$ cat src/include/sync_serial_cfg.svh
`ifndef SYNC_SERIAL_CFG_SVH
`define SYNC_SERIAL_CFG_SVH
// register offsets
`define ADDR_DATA 4'h0
`define ADDR_CTRL 4'h4
`define ADDR_STAT 4'h8
// control field positions
`define CTRL_MASTER 0
`define CTRL_WIDE 1
`define CTRL_EDGE 2
`define CTRL_IDLE 3
`define CTRL_DIV_LSB 8
`define CTRL_DIV_MSB 15
// status field positions
`define STAT_BUSY 0
`define STAT_RBF 1
`define STAT_OVR 2
`define STAT_PEND 3
// reset values
`define CTRL_RST 16'h0100
`define DATA_RST 16'h0000
// timing: master half period is (div + 1) system clocks, least one
`define DIV_MIN 8'h01
`endif

$ cat src/include/sync_serial_pkg.sv
package sync_serial_pkg;
  typedef enum logic [1:0] {
    ST_IDLE = 2'b00,
    ST_LEAD = 2'b01,
    ST_TRAIL = 2'b10
  } mstate_t;
endpackage

$ cat src/hdl/sync_serial_module.sv
// Decided for this implementation: strobed register access and the register offsets.
`timescale 1ns/1ps
// Function
// - port selectable as master or slave, 8- or 16-bit words
// - bit rate up to quarter system clock as master, quarter as slave
// - master makes shift clock and starts transfers; slave shifts on master clock
// - in slave mode active-low select enables transmit output
// - full duplex through one shared 16-bit shifter, low and high byte
// - 8-bit size uses only lower eight shifter bits
// - transmit msb first; master-out line as master, slave-out as slave
// - receive msb first; master-in line as master, master-out as slave
// - one bit sent and one received per shift clock cycle
// - data port read returns receive buffer, not shifter
// - data port write loads the 16-bit shifter
// - shifter copies to buffer only after completion and buffer was read
// - master overrun when transfer starts with buffer and shifter unread
// - 8-bit size copies low byte only, buffer high byte kept
// - receive-full flag set while data port holds valid received data
// - overrun flag set when an overrun occurred
// - shift clock rate programmable, used only as master
// - serial clock idle level selectable low or high
// - normal mode: out on falling, in on rising; alternate swaps
// - master generates 8 or 16 clocks after write, then idles clock
// - slave-out high impedance as master or while select inactive, driven as slave while active
`include "sync_serial_cfg.svh"
module sync_serial_module
  import sync_serial_pkg::*;
(
  // clock and reset
  input wire logic SYS_CLK,
  input wire logic RST_B,
  // register port
  input wire logic [3:0] ADDR,
  input wire logic [15:0] WDATA,
  input wire logic WR,
  input wire logic RD,
  output logic [15:0] RDATA,
  // serial clock pin
  input wire logic SCK_I,
  output logic SCK_O,
  output logic SCK_OE,
  // master out slave in pin
  input wire logic MOSI_I,
  output logic MOSI_O,
  output logic MOSI_OE,
  // master in slave out pin
  input wire logic MISO_I,
  output logic MISO_O,
  output logic MISO_OE,
  // slave select
  input wire logic SLAVE_SELECT_N
);
  logic [15:0] ctrl_r;
  logic [15:0] shift_r;
  logic [15:0] rbuf_r;
  logic [15:0] rdata_r;
  logic rbf_r, ovr_r, pend_r, busy_r;
  logic [4:0] cnt_r;
  logic [7:0] div_r;
  logic sck_r, out_r;
  mstate_t st_r;
  logic [1:0] sck_s, mosi_s, miso_s, ss_s;
  logic sck_d_r;

  wire master = ctrl_r[`CTRL_MASTER];
  wire wide = ctrl_r[`CTRL_WIDE];
  wire alt = ctrl_r[`CTRL_EDGE];
  wire idle = ctrl_r[`CTRL_IDLE];
  wire [7:0] div = ctrl_r[`CTRL_DIV_MSB:`CTRL_DIV_LSB];
  wire [4:0] nbits = wide ? 5'h10 : 5'h08;
  wire wr_data = WR && ADDR == `ADDR_DATA;
  wire rd_data = RD && ADDR == `ADDR_DATA;
  wire sel = !ss_s[1];

  // inputs from pins pass two flip-flops
  always_ff @(posedge SYS_CLK) begin
    sck_s <= {sck_s[0], SCK_I};
    mosi_s <= {mosi_s[0], MOSI_I};
    miso_s <= {miso_s[0], MISO_I};
    ss_s <= {ss_s[0], SLAVE_SELECT_N};
    sck_d_r <= sck_s[1];
  end

  // slave edges, only while selected
  wire s_rise = sck_s[1] && !sck_d_r;
  wire s_fall = !sck_s[1] && sck_d_r;
  wire s_lead = !master && sel && (idle ? s_fall : s_rise);
  wire s_trail = !master && sel && (idle ? s_rise : s_fall);

  // master clock timing
  wire tick = div_r == 8'h00;
  wire m_lead = master && st_r == ST_LEAD && tick;
  wire m_trail = master && st_r == ST_TRAIL && tick;
  wire lead = m_lead || s_lead;
  wire trail = m_trail || s_trail;
  // normal: sample on rising, shift out on falling; alt swaps
  wire rising_ev = idle ? trail : lead;
  wire sample_ev = alt ? !rising_ev && (lead || trail) : rising_ev;
  wire shift_ev = (lead || trail) && !sample_ev;
  wire din = master ? miso_s[1] : mosi_s[1];
  wire last = sample_ev && cnt_r == nbits - 5'h01;
  wire start_m = wr_data && master;

  // master state machine: nbits clock cycles then idle
  always_ff @(posedge SYS_CLK) begin
    if (!RST_B) begin
      st_r <= ST_IDLE;
      div_r <= 8'h00;
      sck_r <= 1'b0;
    end else begin
      div_r <= (tick || st_r == ST_IDLE) ? div : div_r - 8'h01;
      case (st_r)
        ST_IDLE: begin
          sck_r <= idle;
          if (start_m) begin
            st_r <= ST_LEAD;
          end
        end
        ST_LEAD: begin
          if (tick) begin
            sck_r <= !idle;
            st_r <= ST_TRAIL;
          end
        end
        ST_TRAIL: begin
          if (tick) begin
            sck_r <= idle;
            st_r <= (last || (cnt_r == 5'h00 && !busy_r)) ? ST_IDLE : ST_LEAD;
          end
        end
        default: st_r <= ST_IDLE;
      endcase
      if (!master) begin
        st_r <= ST_IDLE;
      end
    end
  end

  // shifter, bit count and output bit
  always_ff @(posedge SYS_CLK) begin
    if (!RST_B) begin
      shift_r <= `DATA_RST;
      cnt_r <= 5'h00;
      busy_r <= 1'b0;
      out_r <= 1'b0;
    end else if (wr_data) begin
      shift_r <= WDATA;
      cnt_r <= 5'h00;
      busy_r <= master;
      out_r <= wide ? WDATA[15] : WDATA[7];
    end else begin
      if (!master && !sel) begin
        cnt_r <= 5'h00;  // select resyncs bit count
        out_r <= wide ? shift_r[15] : shift_r[7];
      end
      if (sample_ev) begin
        if (wide) begin
          shift_r <= {shift_r[14:0], din};
        end else begin
          shift_r <= {shift_r[15:8], shift_r[6:0], din};
        end
        cnt_r <= last ? 5'h00 : cnt_r + 5'h01;
        if (last) begin
          busy_r <= 1'b0;
        end
      end
      if (shift_ev && cnt_r != 5'h00) begin
        out_r <= wide ? shift_r[15] : shift_r[7];
      end
      if (!master && sel && cnt_r == 5'h00 && !sample_ev && !shift_ev) begin
        out_r <= wide ? shift_r[15] : shift_r[7];
      end
    end
  end

  // read buffer, full and overrun flags
  wire done = last;
  wire can_load = !rbf_r || rd_data;
  always_ff @(posedge SYS_CLK) begin
    if (!RST_B) begin
      rbuf_r <= `DATA_RST;
      rbf_r <= 1'b0;
      pend_r <= 1'b0;
      ovr_r <= 1'b0;
    end else begin
      if (start_m && rbf_r && pend_r) begin
        ovr_r <= 1'b1;
      end else if (WR && ADDR == `ADDR_STAT && WDATA[`STAT_OVR]) begin
        ovr_r <= 1'b0;
      end
      if ((done || pend_r) && can_load) begin
        if (wide) begin
          rbuf_r <= done ? {shift_r[14:0], din} : shift_r;
        end else begin
          rbuf_r[7:0] <= done ? {shift_r[6:0], din} : shift_r[7:0];
        end
        rbf_r <= 1'b1;
        pend_r <= 1'b0;
      end else begin
        if (rd_data) begin
          rbf_r <= 1'b0;
        end
        if (done) begin
          pend_r <= 1'b1;
        end
      end
    end
  end

  // control register
  always_ff @(posedge SYS_CLK) begin
    if (!RST_B) begin
      ctrl_r <= `CTRL_RST;
    end else if (WR && ADDR == `ADDR_CTRL) begin
      ctrl_r <= WDATA;
      if (WDATA[`CTRL_DIV_MSB:`CTRL_DIV_LSB] < `DIV_MIN) begin
        ctrl_r[`CTRL_DIV_MSB:`CTRL_DIV_LSB] <= `DIV_MIN;
      end
    end
  end

  // read data one cycle later
  always_ff @(posedge SYS_CLK) begin
    if (!RST_B) begin
      rdata_r <= 16'h0000;
    end else if (RD) begin
      if (ADDR == `ADDR_DATA) begin
        rdata_r <= rbuf_r;
      end else if (ADDR == `ADDR_CTRL) begin
        rdata_r <= ctrl_r;
      end else if (ADDR == `ADDR_STAT) begin
        rdata_r <= {12'h000, pend_r, ovr_r, rbf_r, busy_r || st_r != ST_IDLE};
      end else begin
        rdata_r <= 16'h0000;
      end
    end else begin
      rdata_r <= 16'h0000;
    end
  end

  assign RDATA = rdata_r;
  assign SCK_O = sck_r;
  assign SCK_OE = master;
  assign MOSI_O = out_r;
  assign MOSI_OE = master;
  assign MISO_O = out_r;
  assign MISO_OE = !master && sel;

  wire first_bit = wide ? WDATA[15] : WDATA[7];
  wire [7:0] shift_hi = shift_r[15:8];
endmodule

$ cat config.mk
export PLATFORM = sky130hd
export DESIGN_NAME = sync_serial_module
export DESIGN_NICKNAME = d
export VERILOG_FILES = /design/src/include/sync_serial_pkg.sv /design/src/hdl/sync_serial_module.sv
export VERILOG_INCLUDE_DIRS = /design/src /design/src/include
export SDC_FILE = /design/constraint.sdc
export NUM_CORES = 1
export LEC_CHECK = 0
export ABC_AREA = 0
export BUFFER_PORTS_ARGS = -buffer_cell sky130_fd_sc_hd__buf_2
export CORE_ASPECT_RATIO = 1.25
export CORE_MARGIN = 4
export CORE_UTILIZATION = 52
export CTS_BUF_LIST = sky130_fd_sc_hd__clkbuf_16
export DETAILED_ROUTE_END_ITERATION = 16
export GPL_TIMING_DRIVEN = 0
export PLACE_DENSITY_LB_ADDON = 0.05
export SYNTH_ARGS = -nofsm -noshare
export SYNTH_HDL_FRONTEND = slang
export SYNTH_SLANG_ARGS = --single-unit
$ cat constraint.sdc
create_clock -name SYS_CLK -period 2.3 [get_ports SYS_CLK]
set_clock_uncertainty 0.1 [all_clocks]
set_input_delay 0.115 -clock SYS_CLK [delete_from_list [all_inputs] [get_ports SYS_CLK]]
set_output_delay 0.115 -clock SYS_CLK [all_outputs]
set_load 0.005 [all_outputs]
# --- Yosys cells after proc, flatten, opt, wreduce, memory -nomap -nowiden ---
# Index checks and enable logic that the tools add are counted.
totals:
  regBits: 94
  input_bits: 28
  output_inout_bits: 22
  word_cells: 142
op_classes:
  add_sub_neg: 3
  order_cmp: 1
  n_eq_ne: 8
  n_mux: 41
  n_bitwise: 1
  reduce_logical: 68
ops:
  columns: ["operator", "count"]
  rows:
  - ["two-way mux 16 bit", 6]
  - ["two-way mux 8 bit", 4]
  - ["logical AND 1 bit", 27]
  - ["two-way mux 1 bit", 21]
  - ["two-way mux 5 bit", 4]
  - ["nonzero test 2 bit", 7]
  - ["logical NOT 1 bit", 10]
  - ["AND reduction 2 bit", 5]
  - ["logical NOT 8 bit", 1]
  - ["logical OR 1 bit", 8]
  - ["< comparator 8 x 1 -> 1 bit, second input constant", 1]
  - ["subtractor 8 x 1 -> 8 bit, second input constant", 1]
  - ["two-way mux 2 bit", 3]
  - ["inequality test 2 bit, second input constant", 3]
  - ["one-hot mux 2 bit (3 select lines)", 1]
  - ["AND reduction 3 bit", 2]
  - ["adder 5 x 1 -> 5 bit, second input constant", 1]
  - ["== test 5 bit", 1]
  - ["logical NOT 5 bit", 1]
  - ["nonzero test 5 bit", 1]
  - ["subtractor 5 x 1 -> 5 bit, second input constant", 1]
  - ["== test 4 x 3 -> 1 bit, second input constant", 1]
  - ["== test 4 bit, second input constant", 1]
  - ["logical NOT 4 bit", 1]
  - ["other kinds (9)", 10]

# --- Longest topological paths before layout ---
depth:
  ltp_word: 15
  ltp_mapped: 11
  mapped_depth_nobuf: 8

# --- Least setup slack after synthesis ---
# No wires, ideal clock.
synth_path:
  kind: "register to register"
  start: "reg div_r[0]"
  end: "reg rbuf_r[0]"
  setup_ns: 0.133
  t_arrival_ns: 2.114
  required_time_ns: 2.067
  slack_ns: -0.047
  stages_incl_launch_ff: 12
  n_path_buf: 3
  period_less_slack_ns: 2.347
  cell_sequence: "dfxtp_1 -> inv_1 -> ha_1 -> or3b_2 -> nor3_4 -> o21ai_2 -> buf_2 -> and2_4 -> buf_6 -> buf_6 -> mux2i_1 -> o22ai_1"
synth_via:
  elab_chain_cells: 10
  word_cells_on_any_way: 16
  cone_classes: "mux (5); reduce/logical (11)"
synth_lines:
  columns: ["element", "line_no", "rtl"]
  rows:
  - ["from (decl)", "sync_serial_module.sv:59", "logic [7:0] div_r;"]
  - ["from (signal assigned)", "sync_serial_module.sv:111", "div_r <= (tick || st_r == ST_IDLE) ? div : div_r - 8'h01;"]
  - ["logical NOT 8 bit *", "sync_serial_module.sv:91", "wire tick = div_r == 8'h00;"]
  - ["logical AND 1 bit, on equally long branches", "sync_serial_module.sv:92, sync_serial_module.sv:93", null]
  - ["logical OR 1 bit, on equally long branches", "sync_serial_module.sv:94, sync_serial_module.sv:95", null]
  - ["two-way mux 1 bit", "sync_serial_module.sv:97", "wire rising_ev = idle ? trail : lead;"]
  - ["logical NOT 1 bit", "sync_serial_module.sv:98", "wire sample_ev = alt ? !rising_ev && (lead || trail) : rising_ev;"]
  - ["logical AND 1 bit", "sync_serial_module.sv:98", null]
  - ["two-way mux 1 bit *", "sync_serial_module.sv:98", null]
  - ["logical AND 1 bit *", "sync_serial_module.sv:101", "wire last = sample_ev && cnt_r == nbits - 5'h01;"]
  - ["two-way mux 8 bit (tied with other cells)", "sync_serial_module.sv:195", "rbuf_r[7:0] <= done ? {shift_r[6:0], din} : shift_r[7:0];"]
  - ["two-way mux 8 bit or logical AND 1 bit (tied branches)", "sync_serial_module.sv:192, sync_serial_module.sv:191", null]
  - ["to (signal assigned)", "sync_serial_module.sv:181", "rbuf_r <= `DATA_RST;"]
  - ["to (signal assigned)", "sync_serial_module.sv:193", "rbuf_r <= done ? {shift_r[14:0], din} : shift_r;"]
  - ["to (signal assigned)", "sync_serial_module.sv:195", null]
  - ["to (decl)", "sync_serial_module.sv:55", "logic [15:0] rbuf_r;"]
# Every way passes the cells marked *; elsewhere a longest branch is shown, timed or not.
# A chain may end at the register's enable or synchronous reset.

# --- Final worst setup path ---
layout_path:
  start: "reg div_r[4]"
  end: "reg rbuf_r[0]"
# The elaborated chain is that of the path after synthesis.

==> impl_metrics.json <==
{
  "grt_usage_pct": 24.82,
  "grt_remaining_overflow": 0,
  "regArea_sq_mm": 0.001892,
  "grt_max_degree": 19,
  "cp-start-kind": "flop",
  "syn2layout_area_growth_pct": 30.73,
  "p_per_area_mw_per_mm2": 620.0,
  "drt-pass1-iter-count": 5,
  "critical_path.cell_chain": "or4_4 -> nor3_4 -> o21ai_4 -> buf_6 -> and2_4 -> buf_8 -> mux2i_1 -> o22ai_1",
  "synthCells": 468,
  "fin_ws_ns": -0.03629,
  "path_clk_slew_ns": 0.07,
  "fin_crit_sh_pct": 101.6,
  "synth_top_area_share_pct": 45.22,
  "routedWlPerCell_um": 17.70,
  "rsz0062_at_grt": "yes",
  "clkLatencyLatePin_ns": 0.35,
  "die_x_um": 88.02,
  "die-area_sq_mm": 0.009507,
  "crit_slowest_cell": "or4_4",
  "synth-seq-cells": 94,
  "gp_congestion": 0.8724,
  "drive_above_1_share_pct": 25.09,
  "multi_input_area_sq_mm": 0.002286,
  "synth_top_cell_by_area": "dfxtp_1",
  "finalMaxSlewViolations": 0,
  "syn_nets": 499,
  "violations": "setup timing",
  "synth-seq-area-share_pct": 45.22,
  "synthFlopType": "dfxtp_1",
  "async_reset_ff_share_pct": 0,
  "root_buffer": "clkbuf_16",
  "fillCellCount": 609,
  "ant_nets": 0,
  "numPortBuffers": 47,
  "arrival_ns": 2.47,
  "hold_viol": 0,
  "cts.sinks": 94,
  "tightest_slew_ns": 0.7001,
  "cts_made_buffers": 9,
  "antenna_found_initial": 0,
  "drt_wl_total_um": 11700,
  "cpPeakStageDelay_ns": 0.55,
  "stdcell_count": 661,
  "cp_max_fo": 6,
  "start_util_pct": 53.40,
  "p_leak_nw": 2.137,
  "synth_area_per_cell_sq_um": 8.892,
  "vdd_drop_max_v": 0.0004862,
  "maxCapViolations": 0,
  "crit_path_end_kind": "flop",
  "synth_edf_count": 0,
  "viasPerCell": 5.902,
  "path_buf_inv": 2,
  "coreArea_sq_mm": 0.007792,
  "required_ns": 2.43,
  "cp_top_family": "simple AND/OR/NAND/NOR gates",
  "grt_pass1_vias": 3716,
  "setup_viol": 3,
  "ys_types": 63,
  "cts_max_path_buffers": 2,
  "slew_headroom_pct": 53.20,
  "place_inst": 610,
  "netlist_area_sq_mm": 0.004161,
  "hpwl_um": 7845,
  "finalCriticalPeriod_ns": 2.336,
  "rows": 36,
  "drtIter0Drc": 175,
  "tritoncts": "yes",
  "hp-class": "in2reg",
  "status": "complete, but fails checks",
  "synth.top_cells.by_area": "dfxtp_1 45%, mux2i_1 6.3%, a21oi_1 4.7%, nand2_1 4.2%, nor2_1 4.1%",
  "dp_slack_ns": -0.3602,
  "finalNetCount": 592,
  "n_antenna_cell": 0,
  "pin_count": 50,
  "via_count": 3901,
  "die_y_um": 108.0,
  "post-route-drc-count": 0,
  "max_freq_mhz": 428.0,
  "yosysWarnings": 0,
  "htreeDepth": 3,
  "grt_pass1_wl_um": 18220,
  "criticalPathCategory": "reg2reg"
}
## flip-flops by register name (all words and copies together) (netlist names), 2 cells and up
signal,count
RDATA,16
ctrl_r,16
rbuf_r,16
shift_r,16
div_r,8
cnt_r,5
miso_s,2
mosi_s,2
sck_s,2
ss_s,2
st_r,2
## cells by family after synthesis
logic type      Yosys count  share of synthesized area [%]
fa+ha+maj                 3                         0.9021
mux                      28                          7.065
xor+xnor                  9                          1.894
simple gates            160                          19.72
flops                    94                          45.22
compound gates          130                          20.21
buf+inv                  44                          4.991
## report_power, final
part / internal, mW / leakage [nW] / total (mW) / switching [mW]
clock network: 0.758 / 0.136 / 1.45 / 0.692
logic: 0.118 / 1.24 / 0.257 / 0.139
registers: 1.65 / 0.764 / 1.67 / 0.0191
total: 2.52 / 2.14 / 3.37 / 0.850
## through the flow
step	power, mW	TNS, ns	area (sq um)	hold WS, ns	utilization, %
after global placement	1.895	-7.388	4521	0.1167	58.01
after detailed placement	1.899	-8.307	4521	0.1204	58.01
after floorplan	1.819	0	4167	0.04272	-
after CTS	3.367	-0.08051	5240	0.04509	67.24
after global routing	3.475	-1.165	5440	0.1214	69.81
final	3.373	-0.05168	5440	0.09094	69.81
## final cells by class
type / instances / share of cell area [%]
Buffer: 30 / 3.381
Clock buffer: 9 / 4.140
Clock inverter: 7 / 1.173
Inverter: 11 / 0.7590
Multi-Input combinational cell: 331 / 42.02
Sequential cell: 94 / 34.77
Tap cell: 95 / 2.185
Timing Repair Buffer: 84 / 11.57
## placed cells by master, fill, tap and decap left out, types with 9 or more instances in the layout
cell type       n
a22oi_1        12
clkbuf_1       15
buf_4           9
buf_6          11
buf_2          52
a21oi_1        38
a211oi_1       11
clkbuf_16      10
nand3_1        15
dfxtp_1        90
nor2_1         45
mux2i_1        25
dlygate4sd3_1  21
o21ai_0        14
nand2_1        47
## worst min-delay path, cell delays in order
cell and delay, ns:
buf_2 0.18, nand2b_1 0.13, a21oi_1 0.06
## path summary, 6_finish.rpt
kind	start	endpoint	slack (ns)	cells past startpoint
setup / recovery	div_r[4]$_SDFF_PN0_	rbuf_r[0]$_SDFFE_PN0P_	-0.04	8
hold / removal	ADDR[2]	RDATA[1]$_SDFF_PN0_	0.09	3
setup reg to reg	div_r[4]$_SDFF_PN0_	rbuf_r[0]$_SDFFE_PN0P_	-0.04	8
hold reg to reg	miso_s[0]$_DFF_P_	miso_s[1]$_DFF_P_	0.23	0
## what timing repair did
item,in CTS,in global routing
setup endpoints to repair,39,47
hold buffers,21,0
resized for setup,31,46
setup buffers,10,3
gates cloned,3,1
hold endpoints to repair,26,0
pin swaps,15,20
## per-layer routing
layer  up-vias  part of all wire (%)  global-route usage [%]  wire length [um]
met5         -                     0                       0                 0
met4         0                   3.5                   11.45               410
met3        31                   4.5                   3.659               523
met2       122                    51                   43.00              6019
met1      1851                    41                   29.92              4748
li1       1897                     -                       -                 -
## synthesized netlist by cell type (4+ instances only)
| cell type | n |
|---|---|
| xnor2_1 | 5 |
| nor3_1 | 7 |
| nand2b_1 | 4 |
| xor2_1 | 4 |
| a31oi_1 | 5 |
| inv_1 | 10 |
| o21ai_0 | 24 |
| a211oi_1 | 18 |
| nor2_1 | 45 |
| nand3_1 | 15 |
| buf_2 | 10 |
| o31ai_1 | 8 |
| nand2_1 | 47 |
| mux2i_1 | 26 |
| nor4_1 | 5 |
| o21ai_1 | 5 |
| nand4b_1 | 7 |
| clkbuf_1 | 16 |
| a22oi_1 | 12 |
| dfxtp_1 | 94 |
| a21oi_1 | 39 |
No activity file was read; power rests on OpenSTA's default activity.
